--- config.mk ---
export PLATFORM = sky130hd
export DESIGN_NAME = lwpc_ctrl
export DESIGN_NICKNAME = d
export VERILOG_FILES = /design/src/lwpc_pkg.sv /design/src/lwpc_ctrl.sv
export SDC_FILE = /design/constraint.sdc
export NUM_CORES = 1
export LEC_CHECK = 0
export ABC_AREA = 1
export BUFFER_PORTS_ARGS = -buffer_cell sky130_fd_sc_hd__buf_2
export CORE_UTILIZATION = 30
export DETAILED_ROUTE_END_ITERATION = 10
export SLEW_MARGIN = 5
export SYNTH_ARGS = -nofsm -noshare
export SYNTH_HDL_FRONTEND = slang
export SYNTH_SLANG_ARGS = --single-unit
--- constraint.sdc ---
create_clock -name hclk -period 2.2 [get_ports hclk]
set_clock_uncertainty 0.2 [all_clocks]
set_input_delay 0.11 -clock hclk [delete_from_list [all_inputs] [get_ports hclk]]
set_output_delay 0.11 -clock hclk [all_outputs]
set_load 0.05 [all_outputs]
--- src/lwpc_pkg.sv ---
package lwpc_pkg;
	// Byte addresses of the register words
	localparam logic [7:0] ADDR_WAKE_PWR = 8'h00;
	localparam logic [7:0] ADDR_IRQ_SET = 8'h04;
	localparam logic [7:0] ADDR_GLOBAL_ONE = 8'h08;
	localparam logic [7:0] ADDR_EVT_STATUS = 8'h0c;
	localparam logic [7:0] ADDR_EVT_MASK = 8'h10;
	localparam logic [7:0] ADDR_LINE_STATE = 8'h14;
	// Control word fields
	localparam int BIT_POWERDOWN = 0;
	localparam int BIT_WAKE_GEN = 8;
	localparam int BIT_LIN_MODE = 6;
	localparam int BIT_SW_RESET = 7;
	// Interrupt-enable top byte, bits 31..24
	localparam logic [31:0] IRQ_LIN_ONLY_MASK = 32'hf8000000;
	localparam logic [31:0] IRQ_ANY_MODE_MASK = 32'h07000000;
	localparam logic [31:0] IRQ_SET_RESET = 32'h00000000;
	// Event status bits
	localparam int EVT_WAKE_DONE = 0;
	localparam int EVT_LOWPWR_IN = 1;
	localparam int EVT_LOWPWR_OUT = 2;
	localparam int EVT_WIDTH = 3;
	localparam logic [1:0] HTRANS_NONSEQ = 2'h2;
	localparam logic [2:0] HSIZE_WORD = 3'h2;

	typedef enum logic [1:0] {
		LWPC_RUN,
		LWPC_WAIT_RX,
		LWPC_LOW
	} lwpc_pwr_t;

	typedef struct packed {
		logic wake_generate;
		logic powerdown_req;
		logic [31:0] irq_enable;
		logic lin_mode;
		logic module_software_reset;
		logic [EVT_WIDTH-1:0] evt_status;
		logic [EVT_WIDTH-1:0] evt_mask;
	} lwpc_regs_t;

	typedef struct packed {
		logic sel;
		logic write;
		logic [7:0] addr;
	} lwpc_phase_t;

	typedef struct packed {
		lwpc_regs_t regs;
		lwpc_phase_t phase;
		lwpc_pwr_t pwr;
		logic [31:0] hrdata;
		logic wake_tx;
		logic low_power;
		logic irq;
	} lwpc_state_t;
endpackage : lwpc_pkg
--- src/lwpc_ctrl.sv ---
// What this block does
// - Unused bits 31-9 and 7-1 of the wakeup/power-down word read zero and ignore writes.
// - Writing one to the wakeup-generate bit sends the transmit buffer as a wakeup; zero does nothing.
// - A valid synch break received on the bus clears the wakeup-generate bit.
// - The module software reset bit clears the wakeup-generate bit while asserted.
// - The low-power bit works in LIN and serial modes; one requests low power, zero runs normally.
// - With the low-power bit set the block tries to enter local low power.
// - If receiving with the wakeup interrupt off, low-power entry waits until reception ends.
// - The interrupt-enable set word holds enables, bit 31 bit error to bit 24 parity, all reset zero.
// - Writing zero to an enable leaves it, writing one sets it, and a read shows the enables.
// - Bit-error to no-response enables take writes only in LIN mode; the other three in any mode.
`timescale 1ns/1ps
`default_nettype none
module lwpc_ctrl (
	// Clock and reset
	input wire logic hclk,
	input wire logic hresetn,
	// AHB-Lite slave
	input wire logic hsel,
	input wire logic [31:0] haddr,
	input wire logic [1:0] htrans,
	input wire logic hwrite,
	input wire logic [2:0] hsize,
	input wire logic hready,
	input wire logic [31:0] hwdata,
	output logic [31:0] hrdata,
	output logic hreadyout,
	output logic hresp,
	// Link engine status
	input wire logic synch_break_valid,
	input wire logic rx_active,
	input wire logic wakeup_irq_enabled,
	// Controls to the link engine
	output logic wakeup_tx,
	output logic low_power,
	output logic [31:0] irq_enable,
	output logic lin_mode,
	output logic module_software_reset,
	// Interrupt
	output logic irq
);
	lwpc_pkg::lwpc_state_t st;
	lwpc_pkg::lwpc_state_t next_st;

	function automatic logic [31:0] wake_word(input lwpc_pkg::lwpc_regs_t r);
		logic [31:0] w;
		w = 32'h00000000;
		w[lwpc_pkg::BIT_WAKE_GEN] = r.wake_generate;
		w[lwpc_pkg::BIT_POWERDOWN] = r.powerdown_req;
		return w;
	endfunction : wake_word

	always_comb begin
		logic wr;
		logic [31:0] wmask;
		logic [lwpc_pkg::EVT_WIDTH-1:0] ev;
		wr = 1'b0;
		wmask = 32'h00000000;
		ev = '0;
		next_st = st;
		// Address phase capture
		if (hready) begin
			next_st.phase.sel = hsel && htrans == lwpc_pkg::HTRANS_NONSEQ
				&& hsize == lwpc_pkg::HSIZE_WORD;
			next_st.phase.write = hwrite;
			next_st.phase.addr = haddr[7:0];
		end
		wr = st.phase.sel && st.phase.write;
		if (wr) begin
			unique case (st.phase.addr)
				lwpc_pkg::ADDR_WAKE_PWR: begin
					if (hwdata[lwpc_pkg::BIT_WAKE_GEN]) begin
						next_st.regs.wake_generate = 1'b1;
					end
					next_st.regs.powerdown_req = hwdata[lwpc_pkg::BIT_POWERDOWN];
				end
				lwpc_pkg::ADDR_IRQ_SET: begin
					wmask = st.regs.lin_mode ? (lwpc_pkg::IRQ_LIN_ONLY_MASK
						| lwpc_pkg::IRQ_ANY_MODE_MASK) : lwpc_pkg::IRQ_ANY_MODE_MASK;
					next_st.regs.irq_enable = st.regs.irq_enable | (hwdata & wmask);
				end
				lwpc_pkg::ADDR_GLOBAL_ONE: begin
					next_st.regs.lin_mode = hwdata[lwpc_pkg::BIT_LIN_MODE];
					next_st.regs.module_software_reset = hwdata[lwpc_pkg::BIT_SW_RESET];
				end
				lwpc_pkg::ADDR_EVT_STATUS: begin
					next_st.regs.evt_status = st.regs.evt_status
						& ~hwdata[lwpc_pkg::EVT_WIDTH-1:0];
				end
				lwpc_pkg::ADDR_EVT_MASK: begin
					next_st.regs.evt_mask = hwdata[lwpc_pkg::EVT_WIDTH-1:0];
				end
				default: begin
				end
			endcase
		end
		// Hardware clears of the wakeup request beat a same-cycle write
		if (st.regs.wake_generate && synch_break_valid) begin
			next_st.regs.wake_generate = 1'b0;
			ev[lwpc_pkg::EVT_WAKE_DONE] = 1'b1;
		end
		if (st.regs.module_software_reset) begin
			next_st.regs.wake_generate = 1'b0;
		end
		// Power sequencing
		unique case (st.pwr)
			lwpc_pkg::LWPC_RUN: begin
				if (st.regs.powerdown_req) begin
					if (rx_active && !wakeup_irq_enabled) begin
						next_st.pwr = lwpc_pkg::LWPC_WAIT_RX;
					end else begin
						next_st.pwr = lwpc_pkg::LWPC_LOW;
						ev[lwpc_pkg::EVT_LOWPWR_IN] = 1'b1;
					end
				end
			end
			lwpc_pkg::LWPC_WAIT_RX: begin
				if (!st.regs.powerdown_req) begin
					next_st.pwr = lwpc_pkg::LWPC_RUN;
				end else if (!rx_active || wakeup_irq_enabled) begin
					next_st.pwr = lwpc_pkg::LWPC_LOW;
					ev[lwpc_pkg::EVT_LOWPWR_IN] = 1'b1;
				end
			end
			lwpc_pkg::LWPC_LOW: begin
				if (!st.regs.powerdown_req) begin
					next_st.pwr = lwpc_pkg::LWPC_RUN;
					ev[lwpc_pkg::EVT_LOWPWR_OUT] = 1'b1;
				end
			end
		endcase
		// Set wins over a same-cycle write-one-to-clear
		next_st.regs.evt_status = next_st.regs.evt_status | ev;
		// Read data for the next data phase
		next_st.hrdata = 32'h00000000;
		if (hready && next_st.phase.sel && !hwrite) begin
			unique case (haddr[7:0])
				lwpc_pkg::ADDR_WAKE_PWR: next_st.hrdata = wake_word(next_st.regs);
				lwpc_pkg::ADDR_IRQ_SET: next_st.hrdata = next_st.regs.irq_enable;
				lwpc_pkg::ADDR_GLOBAL_ONE: begin
					next_st.hrdata[lwpc_pkg::BIT_LIN_MODE] = next_st.regs.lin_mode;
					next_st.hrdata[lwpc_pkg::BIT_SW_RESET] = next_st.regs.module_software_reset;
				end
				lwpc_pkg::ADDR_EVT_STATUS: begin
					next_st.hrdata[lwpc_pkg::EVT_WIDTH-1:0] = next_st.regs.evt_status;
				end
				lwpc_pkg::ADDR_EVT_MASK: begin
					next_st.hrdata[lwpc_pkg::EVT_WIDTH-1:0] = next_st.regs.evt_mask;
				end
				lwpc_pkg::ADDR_LINE_STATE: begin
					next_st.hrdata[1:0] = {next_st.pwr == lwpc_pkg::LWPC_WAIT_RX,
						next_st.pwr == lwpc_pkg::LWPC_LOW};
				end
				default: next_st.hrdata = 32'h00000000;
			endcase
		end
		next_st.wake_tx = next_st.regs.wake_generate;
		next_st.low_power = next_st.pwr == lwpc_pkg::LWPC_LOW;
		next_st.irq = |(next_st.regs.evt_status & next_st.regs.evt_mask);
	end

	always_ff @(posedge hclk or negedge hresetn) begin
		if (!hresetn) begin
			st.regs.wake_generate <= 1'b0;
			st.regs.powerdown_req <= 1'b0;
			st.regs.irq_enable <= lwpc_pkg::IRQ_SET_RESET;
			st.regs.lin_mode <= 1'b0;
			st.regs.module_software_reset <= 1'b0;
			st.regs.evt_status <= '0;
			st.regs.evt_mask <= '0;
			st.phase <= '0;
			st.pwr <= lwpc_pkg::LWPC_RUN;
			st.hrdata <= 32'h00000000;
			st.wake_tx <= 1'b0;
			st.low_power <= 1'b0;
			st.irq <= 1'b0;
		end else begin
			st <= next_st;
		end
	end

	assign hrdata = st.hrdata;
	// Zero-wait slave: always ready, always OKAY
	assign hreadyout = 1'b1;
	assign hresp = 1'b0;
	assign wakeup_tx = st.wake_tx;
	assign low_power = st.low_power;
	assign irq_enable = st.regs.irq_enable;
	assign lin_mode = st.regs.lin_mode;
	assign module_software_reset = st.regs.module_software_reset;
	assign irq = st.irq;
endmodule : lwpc_ctrl
`default_nettype wire

==> results of run 1 <==
-- metal layers --
metal | global-route usage | part of all wire | vias to the layer above
met2 | 0.191 | 0.47 | 68
met4 | 0.0407 | 0.0073 | 0
met3 | 0.0223 | 0.059 | 5
met5 | 0 | 0 | -
li1 | - | - | 1047
met1 | 0.162 | 0.46 | 951
-- power groups by stage --
stage,sequential (µW),combinational [µW],clock (µW)
CTS,924,548,663
global placement,940,497,0
finish,924,547,646
detailed placement,941,505,0
global route,933,606,693
floorplan,959,434,0
-- repair_timing --
item / in CTS / in global routing
hold buffers: 31 / 0
gates resized for setup: 0 / 0
endpoints found under the hold margin: 82 / 0
endpoints found under the setup margin: 0 / 0
-- sequential cells by signal, indices dropped and copies added, names as in the netlist --
| name | flops |
|---|---|
| low_power | 1 |
| st | 19 |
| wakeup_tx | 1 |
| irq | 1 |
| irq_enable | 8 |
| module_software_reset | 1 |
| lin_mode | 1 |
| hrdata | 14 |
-- cell usage in the layout, fill, tap and decap left out, drive strengths merged --
| cell type | n |
|---|---|
| a21oi | 6 |
| clkinv | 1 |
| nand3b | 2 |
| nand4 | 9 |
| a31oi | 2 |
| nor3 | 1 |
| conb | 44 |
| nor2 | 35 |
| nand3 | 22 |
| o21ai | 16 |
| and2 | 3 |
| buf | 63 |
| clkbuf | 6 |
| a21boi | 1 |
| ha | 3 |
| dlygate4sd3 | 31 |
| nand2 | 59 |
| mux2 | 1 |
| a31o | 2 |
| inv | 45 |
| bufinv | 1 |
| dfrtp | 46 |
-- worst max-delay path, delay by kind of cell, from the launching register on --
kind                       cells  cell delay [ps]
adders and majority gates      1              310
AOI/OAI and AO/OA              1              120
buffers and inverters          2              190
DFF                            1              390
and+or+nand+nor                7              520
-- logic make-up after synthesis --
logic type      count (synthesis)  share of synthesized area
fa+ha+maj                       3                     0.0138
simple gates                  131                      0.250
compound gates                 27                     0.0583
flops                          46                      0.422
mux                             1                    0.00413
other cells                     2                    0.00275
buf+inv                       114                      0.249
-- metrics by stage --
stage / utilization / hold WS [ps]
6_report: 0.372 / 11.6
5_1_grt: 0.372 / 37.7
4_1_cts: 0.372 / 7.16
3_5_place_dp: 0.324 / -170
3_3_place_gp: 0.324 / -171
2_1_floorplan: - / -386
-- final timing paths --
| check | end | start | depth (start not counted) | slack [ps] |
|---|---|---|---|---|
| setup / recovery | hrdata[0] | st[35] | 11 | 410 |
| hold / removal | st[48] | hwdata[1] | 4 | 10 |
| setup reg to reg | hrdata[0] | st[35] | 11 | 410 |
| hold reg to reg | irq_enable[28] | irq_enable[28] | 2 | 280 |
| max in group asynchronous | st[39] | hresetn | 3 | 1220 |
| min in group asynchronous | hrdata[30] | hresetn | 2 | 20 |
-- area by class of cell --
type / count / share of cell area
clock buffers: 6 / 0.0253
clock inverters: 1 / 0.00921
inverters: 46 / 0.0534
multi-input cells: 206 / 0.324
flip-flops and latches: 46 / 0.353
well taps: 108 / 0.0415
repair buffers: 94 / 0.193
-- cell usage after synthesis (4+ instances only) --
| library cell | count |
|---|---|
| dfrtp_1 | 46 |
| nand2_1 | 50 |
| inv_1 | 38 |
| o21ai_0 | 11 |
| inv_2 | 7 |
| a21oi_1 | 6 |
| nand3_1 | 21 |
| nor2_1 | 23 |
| nor2_2 | 7 |
| nand4_1 | 8 |
| nor2_4 | 4 |
| nand2_2 | 6 |
| buf_4 | 66 |
==> flow_summary_export.csv, run 1 <==
group,metric,value,unit
final_layout,drive_gt1_frac,0.268,
placed_design,pre_cts_slack,432,ps
final_layout,nFillCells,909,
final_layout,area_growth,19.5,%
placed_design,dpl_cell_area,2840,µm²
placed_design,portBuffers,61,
grt,antenna_found_initial,0,
cts,cts_max_path_buffers,2,
yosys,synthTopCellsByArea,"dfrtp_1, buf_4, nand2_1",
final_layout,final_cells,507,
timing,max_freq,0.559,GHz
floorplan,start_util,0.311,
pwr,seq_power_share,0.437,
cts,cts_setup_buffers,0,
yosys,avgSynthCellArea,8.42,µm²
routing,drt-initial-drc-count,55,
cts,cts_tree,"built",
critical_path,arrival,1820,ps
grt,grt_pass1_wl,9120,µm
placed_design,dp.cells,469,
yosys,synth_edf_count,0,
yosys,synth_ff_type,"dfrtp_1",
cts,htreeDepth,2,
yosys,netlist_area,2730,µm²
final_layout,seq_area,1150,µm²
grt,grt_start_max_net_pins,20,
floorplan,die_y,97.4,µm
yosys,synth-seq-cells,46,
floorplan,placementRows,34,
pwr,intPower,1400,µW
yosys,yosysWarnings,0,
pwr,power.density,649,nW/µm²
yosys,synth_top_area_frac,0.422,
pwr,p_leak,0.00179,µW
routing,dr.pass1.iters,4,
yosys,ys_types,32,
critical_path,end_kind,"flip-flop",
routing,drc_errors,0,
cts,cts_sinks,46,
critical_path,crit_fanout,4,
routing,wire_per_inst,10.8,µm
timing,post-route-period-util,0.813,
routing,via_count,2071,
critical_path,slowest_delay,390,ps
floorplan,coreArea,8760,µm²
grt,grt_usage,0.119,
timing,rsz0062_at_grt,"false",
run_status,status,"finished clean",
pwr,switchingPower,715,µW
timing,final-setup-viol-count,0,
cts,clock_latency,300,ps
timing,layout_min_cycle_time,1790,ps
timing,drv_slew,0,
critical_path,worstSetupPathType,"flip-flop to flip-flop",
yosys,synth-seq-area-share,0.422,
timing,hold_violations,0,
placed_design,place.gp.congestion,0.836,
routing,wirelength,5470,µm
critical_path,crit_path_top_delay_cell,"dfrtp_1",
min_path,hold_path.class,"input pin to flip-flop",
timing,finalSetupTns,0,ps
placed_design,hpwl,4230,µm
critical_path,path_cells,"inv_1, ha_1, inv_1, nand2_1, o21ai_1, nand2_1, nand2_1, nand3_1, nand2_1, nor2_1, nor2_1",
floorplan,die_w,97.4,µm
flow_run,maxCapViolCount,0,
final_layout,post-route-cell-area,3260,µm²
grt,grt_pass1_vias,1966,
critical_path,cpMostUsedCell,"nand2_1",
pwr,swShare,0.338,
floorplan,ios,148,
cts,cts_buffers,5,
critical_path,cp.required,2230,ps
yosys,synth_area_leader_cell,"dfrtp_1",
yosys,async_flop_share,1.00,
yosys,synth_cells,324,
pwr,max-vdd-ir-drop,0.000225,V
final_layout,antenna_cells,0,
pwr,combPwrFrac,0.258,
floorplan,dieArea,9480,µm²
pwr,clkPwrFrac,0.305,
routing,antenna_left,0,
grt,grt_overflow,0,
final_layout,fin_nets,479,
critical_path,setup.worst_path.start_class,"flip-flop",
pwr,fin_total_pwr,2120,µW
timing,setup_slack,411,ps
cts,root_buffer,"clkbuf_8",
cts,clk_pin_slew,90,ps
final_layout,multiInputGateArea,1060,µm²
routing,vias_per_cell,4.08,
Note: power is estimated with default switching activity, not from simulation.
==> inputs of run 2 (changes only) <==
==> constraint.sdc (replaced) <==
create_clock -name hclk -period 1.9 [get_ports hclk]
set_clock_uncertainty 0.2 [all_clocks]
set_input_delay 0.095 -clock hclk [delete_from_list [all_inputs] [get_ports hclk]]
set_output_delay 0.095 -clock hclk [all_outputs]
set_load 0.05 [all_outputs]
==> run 2 against run 1 <==
  * The run now ends with negative hold slack left
  * Maximum frequency shrank 1.5%
  * Hold slack got worse by 19 ps
  * Wire length down 1.3%
  * Cell count is 0.39% higher
  * Clock-buffer cell count unchanged
  * Power is 10% higher
  * Via count up 1.2%
  * Critical path type unchanged
==> flow_summary_export.csv, run 2 (synthesis results as in run 1) <==
group,metric,value,unit
floorplan,coreArea,8760,µm²
placed_design,place.gp.congestion,0.839,
critical_path,end_kind,"flip-flop",
critical_path,crit_fanout,4,
cts,root_buffer,"clkbuf_8",
timing,worst_pin_slew,583,ps
routing,dr.pass1.iters,4,
floorplan,dieArea,9480,µm²
timing,drv_slew,0,
floorplan,start_util,0.311,
routing,wire_per_inst,10.6,µm
cts,cts_sinks,46,
grt,antenna_found_initial,0,
grt,grt_pass1_wl,8790,µm
timing,layout_min_cycle_time,1820,ps
final_layout,fin_nets,480,
grt,grt_overflow,0,
routing,via_count,2096,
final_layout,post-route-util,0.370,
final_layout,drive_gt1_frac,0.272,
timing,hold_ws,-7.30,ps
floorplan,die_w,97.4,µm
pwr,power.density,718,nW/µm²
critical_path,setup.worst_path.start_class,"flip-flop",
grt,grt_pass1_vias,1919,
grt,grt_usage,0.114,
final_layout,final_common_cell,"buf_2",
final_layout,layout_top_registers,"st (19), hrdata (14), irq_enable (8)",
floorplan,placementRows,34,
critical_path,worstSetupPathType,"flip-flop to flip-flop",
flow_run,maxCapViolCount,0,
floorplan,ios,148,
placed_design,portBuffers,61,
grt,grt_start_max_net_pins,47,
timing,max_freq,0.550,GHz
critical_path,arrival,1830,ps
final_layout,antenna_cells,0,
final_layout,largest_reg_flops,19,
routing,wirelength,5400,µm
cts,clock_latency,300,ps
floorplan,die_y,97.4,µm
cts,clk_pin_slew,80,ps
cts,htreeDepth,2,
timing,final-setup-viol-count,0,
run_status,violations,"negative hold slack",
cts,cts_max_path_buffers,2,
timing,rsz0062_at_grt,"true",
final_layout,area_growth,18.8,%
pwr,p_leak,0.00178,µW
final_layout,final_cell_mix,"buf_2, nand2_1, dfrtp_1",
run_status,status,"complete, but fails checks",
routing,drc_errors,0,
routing,drt-initial-drc-count,74,
pwr,fin_total_pwr,2330,µW
final_layout,top_register,"st",
routing,antenna_left,0,
routing,vias_per_cell,4.12,
placed_design,hpwl,4120,µm
pwr,max-vdd-ir-drop,0.000296,V
timing,timing.max_slew.rel_slack,0.611,
min_path,hold_path.class,"input pin to flip-flop",
timing,hold_violations,1,
cts,cts_tree,"built",
cts,cts_buffers,5,
critical_path,cp.required,1910,ps
timing,post-route-period-util,0.956,
## run 2: cell count changes in the layout (fill, tap and decap cells not counted), sizes merged
cell,change
clkinv,+2
buf,+1
bufinv,-1
## run 2: final cells by class
cell class	instances	area, µm²
clock buffer	6	72.6
fill	926	5520
tap	108	135
sequential	46	1150
inverter	46	174
clock inverter	2	13.8
multi-input combinational	206	1060
timing repair buffer	95	638
## run 2: final timing paths
check                      slack (ps)  depth (start not counted)        endpoint           start
min in group asynchronous         210                          3      hrdata[28]         hresetn
max                                80                         10       hrdata[0]          st[36]
max in group asynchronous         890                          3          st[35]         hresetn
min                                -7                          4          st[87]       hwdata[0]
max reg2reg                        80                         10       hrdata[0]          st[36]
min reg2reg                       280                          2  irq_enable[28]  irq_enable[28]
## run 2: critical path, stage by stage, from the launching register on
cell	delay, ps
dfrtp_1	400
inv_1	80
ha_1	310
nand2_1	80
o21ai_1	190
nand2_1	80
nand2_1	90
nand3_1	80
nand2_1	60
nor2_1	40
nor2_1	130
## run 2: metal layers
layer	track usage	share of wire	vias up
li1	-	-	1047
met1	0.153	0.46	977
met2	0.186	0.48	67
met3	0.0216	0.055	5
met4	0.0373	0.014	0
met5	0	0	-
## run 2: per-stage QoR
stage | hold WS (ps) | setup slack, ps | cell area (µm²) | setup TNS [ps] | std cells
after global routing | 43.4 | -31.6 | 3240 | -32.4 | 509
after floorplan | -401 | 324 | 2890 | 0 | 366
final | -7.30 | 83.1 | 3240 | 0 | 509
after global placement | 18.6 | 181 | 2830 | 0 | 468
after detailed placement | 26.6 | 121 | 2830 | 0 | 468
after CTS | 6.40 | 102 | 3230 | 0 | 507
## run 2: what timing repair did
item                                    4_1_cts  5_1_grt
buffers inserted                              0        2
hold endpoints to repair                     82        0
resized for setup                             0        1
hold buffers                                 31        0
endpoints found under the setup margin        0        2
## run 2: power by group
part	internal, µW	total [µW]	switching, µW
sequential	1030	1070	35.8
clock	260	589	329
combinational	191	672	481
==> inputs of run 3 (changes only) <==
--- a/config.mk
+++ b/config.mk
@@ -7,8 +7,10 @@
 export LEC_CHECK = 0
 export ABC_AREA = 1
 export BUFFER_PORTS_ARGS = -buffer_cell sky130_fd_sc_hd__buf_2
-export CORE_UTILIZATION = 30
+export CORE_UTILIZATION = 40
 export DETAILED_ROUTE_END_ITERATION = 10
+export PLACE_DENSITY = 0.73
+export SETUP_SLACK_MARGIN = 0.3
 export SLEW_MARGIN = 5
 export SYNTH_ARGS = -nofsm -noshare
 export SYNTH_HDL_FRONTEND = slang
==> run 3 against run 2 <==
  * The flow finishes with violations (design-rule violations)
  * Maximum frequency is 7.7% higher
  * Largest power group unchanged
  * Largest cell class is now multi-input gates
  * Cell count fell by 2.9%
  * Sequential share of layout area is 2.3 points lower
  * Utilization grew 17 points
  * Wire length is 3.6% higher
  * Non-clock buffer count rose by 16
  * Sequential power hardly changed
  * Global-route usage up 4.8 points
  * Critical endpoint unchanged
  * Hold slack better by 77 ps
  * Critical path depth unchanged
  * Via count grew 3.6%
  * Clock power grew 23%
  * Highest routed layer unchanged
==> flow_summary_export.csv, run 3 (synthesis results as in run 1) <==
group,metric,value,unit
final_layout,area_growth,27.2,%
grt,met2_usage,0.274,
routing,dr.pass1.iters,9,
final_layout,final_cell_mix,"buf_2, nand2_1, dfrtp_1",
routing,drt-initial-drc-count,129,
grt,antenna_found_initial,0,
final_layout,top_register,"st",
routing,drc_errors,5,
final_layout,antenna_cells,0,
timing,hold_violations,0,
critical_path,path_buf_inv,1,
grt,met3_usage,0.0423,
floorplan,placementRows,29,
cts,cts_max_path_buffers,2,
final_layout,drive_gt1_frac,0.343,
routing,wirelength,5600,µm
grt,gr-usage-met1,0.196,
final_layout,largest_reg_flops,19,
grt,grt_pass1_wl,8950,µm
pwr,switchingPower,939,µW
timing,layout_min_cycle_time,1690,ps
pwr,power.density,773,nW/µm²
flow_run,maxCapViolCount,0,
pwr,p_leak,0.00190,µW
critical_path,crit_path_top_delay_cell,"dfrtp_1",
cts,root_buffer,"clkbuf_8",
routing,vias_per_cell,4.40,
placed_design,hpwl,3990,µm
floorplan,die_y,84.6,µm
final_layout,final_common_cell,"buf_2",
min_path,worstHoldStart,"htrans[0]",
cts,cts_sinks,46,
cts,clk_pin_slew,80,ps
floorplan,ios,148,
timing,rsz0062_at_grt,"true",
cts,cts_tree,"built",
critical_path,worstSetupPathType,"flip-flop to flip-flop",
timing,max_freq,0.593,GHz
cts,htreeDepth,2,
grt,grt_usage,0.162,
pwr,swShare,0.350,
floorplan,die_w,84.6,µm
run_status,violations,"design-rule violations",
critical_path,path_cells,"buf_4, ha_4, nor2_4, o21ai_2, nand2_1, nand2_1, nand3_1, nand2_1, nor2_1, nor2_1",
timing,post-route-period-util,0.888,
timing,final-setup-viol-count,0,
min_path,min_to,"st[46]",
min_path,hold_path.class,"input pin to flip-flop",
floorplan,coreArea,6460,µm²
critical_path,crit-reg2reg-launch,"st[35]",
critical_path,slowest_delay,410,ps
final_layout,fin_nets,496,
critical_path,setup.worst_path.start_class,"flip-flop",
grt,grt_start_max_net_pins,20,
grt,busiest_layer,"met2",
pwr,seq_power_share,0.399,
run_status,status,"complete, but fails checks",
timing,finalSetupTns,0,ps
floorplan,start_util,0.422,
floorplan,dieArea,7150,µm²
critical_path,end_kind,"flip-flop",
routing,antenna_left,0,
grt,grt_pass1_vias,1995,
critical_path,r2r_slack,210,ps
placed_design,portBuffers,61,
final_layout,layout_top_registers,"st (19), hrdata (14), irq_enable (8)",
critical_path,reg2reg_to,"hrdata[0]",
pwr,combPwrFrac,0.331,
final_layout,multiInputGateArea,1160,µm²
routing,wire_per_inst,11.3,µm
final_layout,nFillCells,583,
routing,via_count,2172,
critical_path,cp.required,1890,ps
critical_path,crit_family,"simple AND/OR/NAND/NOR gates",
timing,hold_ws,69.6,ps
critical_path,cpMostUsedCell,"nand2_1",
timing,drv_slew,0,
pwr,clkPwrFrac,0.270,
pwr,intPower,1740,µW
cts,clock_latency,300,ps
critical_path,r2r_cells,10,
pwr,max-vdd-ir-drop,0.000381,V
critical_path,arrival,1680,ps
placed_design,place.gp.congestion,0.869,
final_layout,seq_area,1150,µm²
grt,grt_overflow,0,
critical_path,crit_fanout,4,
min_path,worstHoldPathCells,6,
cts,cts_buffers,5,
run 3: cell types whose count changed in the layout (fill, tap and decap cells not counted), moves of 3 or more:
cell / previous run / this run
ha_1: 3 / 0
inv_1: 37 / 34
nor2_4: 4 / 7
inv_2: 8 / 11
nor2_1: 23 / 18
buf_4: 3 / 17
run 3: final cells by class:
cell class              instances  share of cell area
clock buffers                   5              0.0198
repair buffers                111               0.222
multi-input cells             206               0.335
inverters                      46              0.0505
clock inverters                 3              0.0126
well taps                      77              0.0278
flip-flops and latches         46               0.332
run 3: routing by layer:
metal / wire (µm) / part of all wire
met4: 104 / 0.019
met5: 0 / 0
met2: 2800 / 0.50
met3: 326 / 0.058
met1: 2360 / 0.42
run 3: repair_timing:
action | 4_1_cts | 5_1_grt
gates resized for setup | 12 | 20
pin swaps | 5 | 12
buffers inserted | 4 | 11
hold endpoints to repair | 83 | 0
hold buffers | 33 | 0
endpoints found under the setup margin | 2 | 23
cloned | 0 | 0
run 3: how the worst max path moves through the flow:
stage                 from  cells after the start         to  slack (ps)
global placement    st[35]                     11  hrdata[0]         180
CTS                 st[35]                     11  hrdata[0]         230
detailed placement  st[35]                     11  hrdata[0]         140
floorplan           st[36]                     11  hrdata[0]         320
global route        st[35]                     11  hrdata[0]         130
finish              st[35]                     10  hrdata[0]         210
run 3: stage by stage:
stage	cells	setup WS (ps)	utilization	instance area (µm²)	total power [µW]
after floorplan	366	324	-	2890	1610
after global placement	438	183	0.433	2800	1660
after detailed placement	438	138	0.433	2800	1680
after CTS	483	231	0.513	3320	2610
after global routing	494	130	0.537	3470	2810
final	494	212	0.537	3470	2680
run 3: tightest hold or removal path, delay by kind of cell:
| kind | cells | cell delay, ps |
|---|---|---|
| compound gates | 1 | 110 |
| buf+inv | 2 | 100 |
| simple gates | 3 | 200 |
run 3: power groups by stage:
stage	registers [µW]	clock network, µW	logic [µW]
finish	1070	724	886
detailed placement	1090	0	587
CTS	1070	754	787
global placement	1090	0	573
floorplan	1110	0	503
global route	1080	788	950
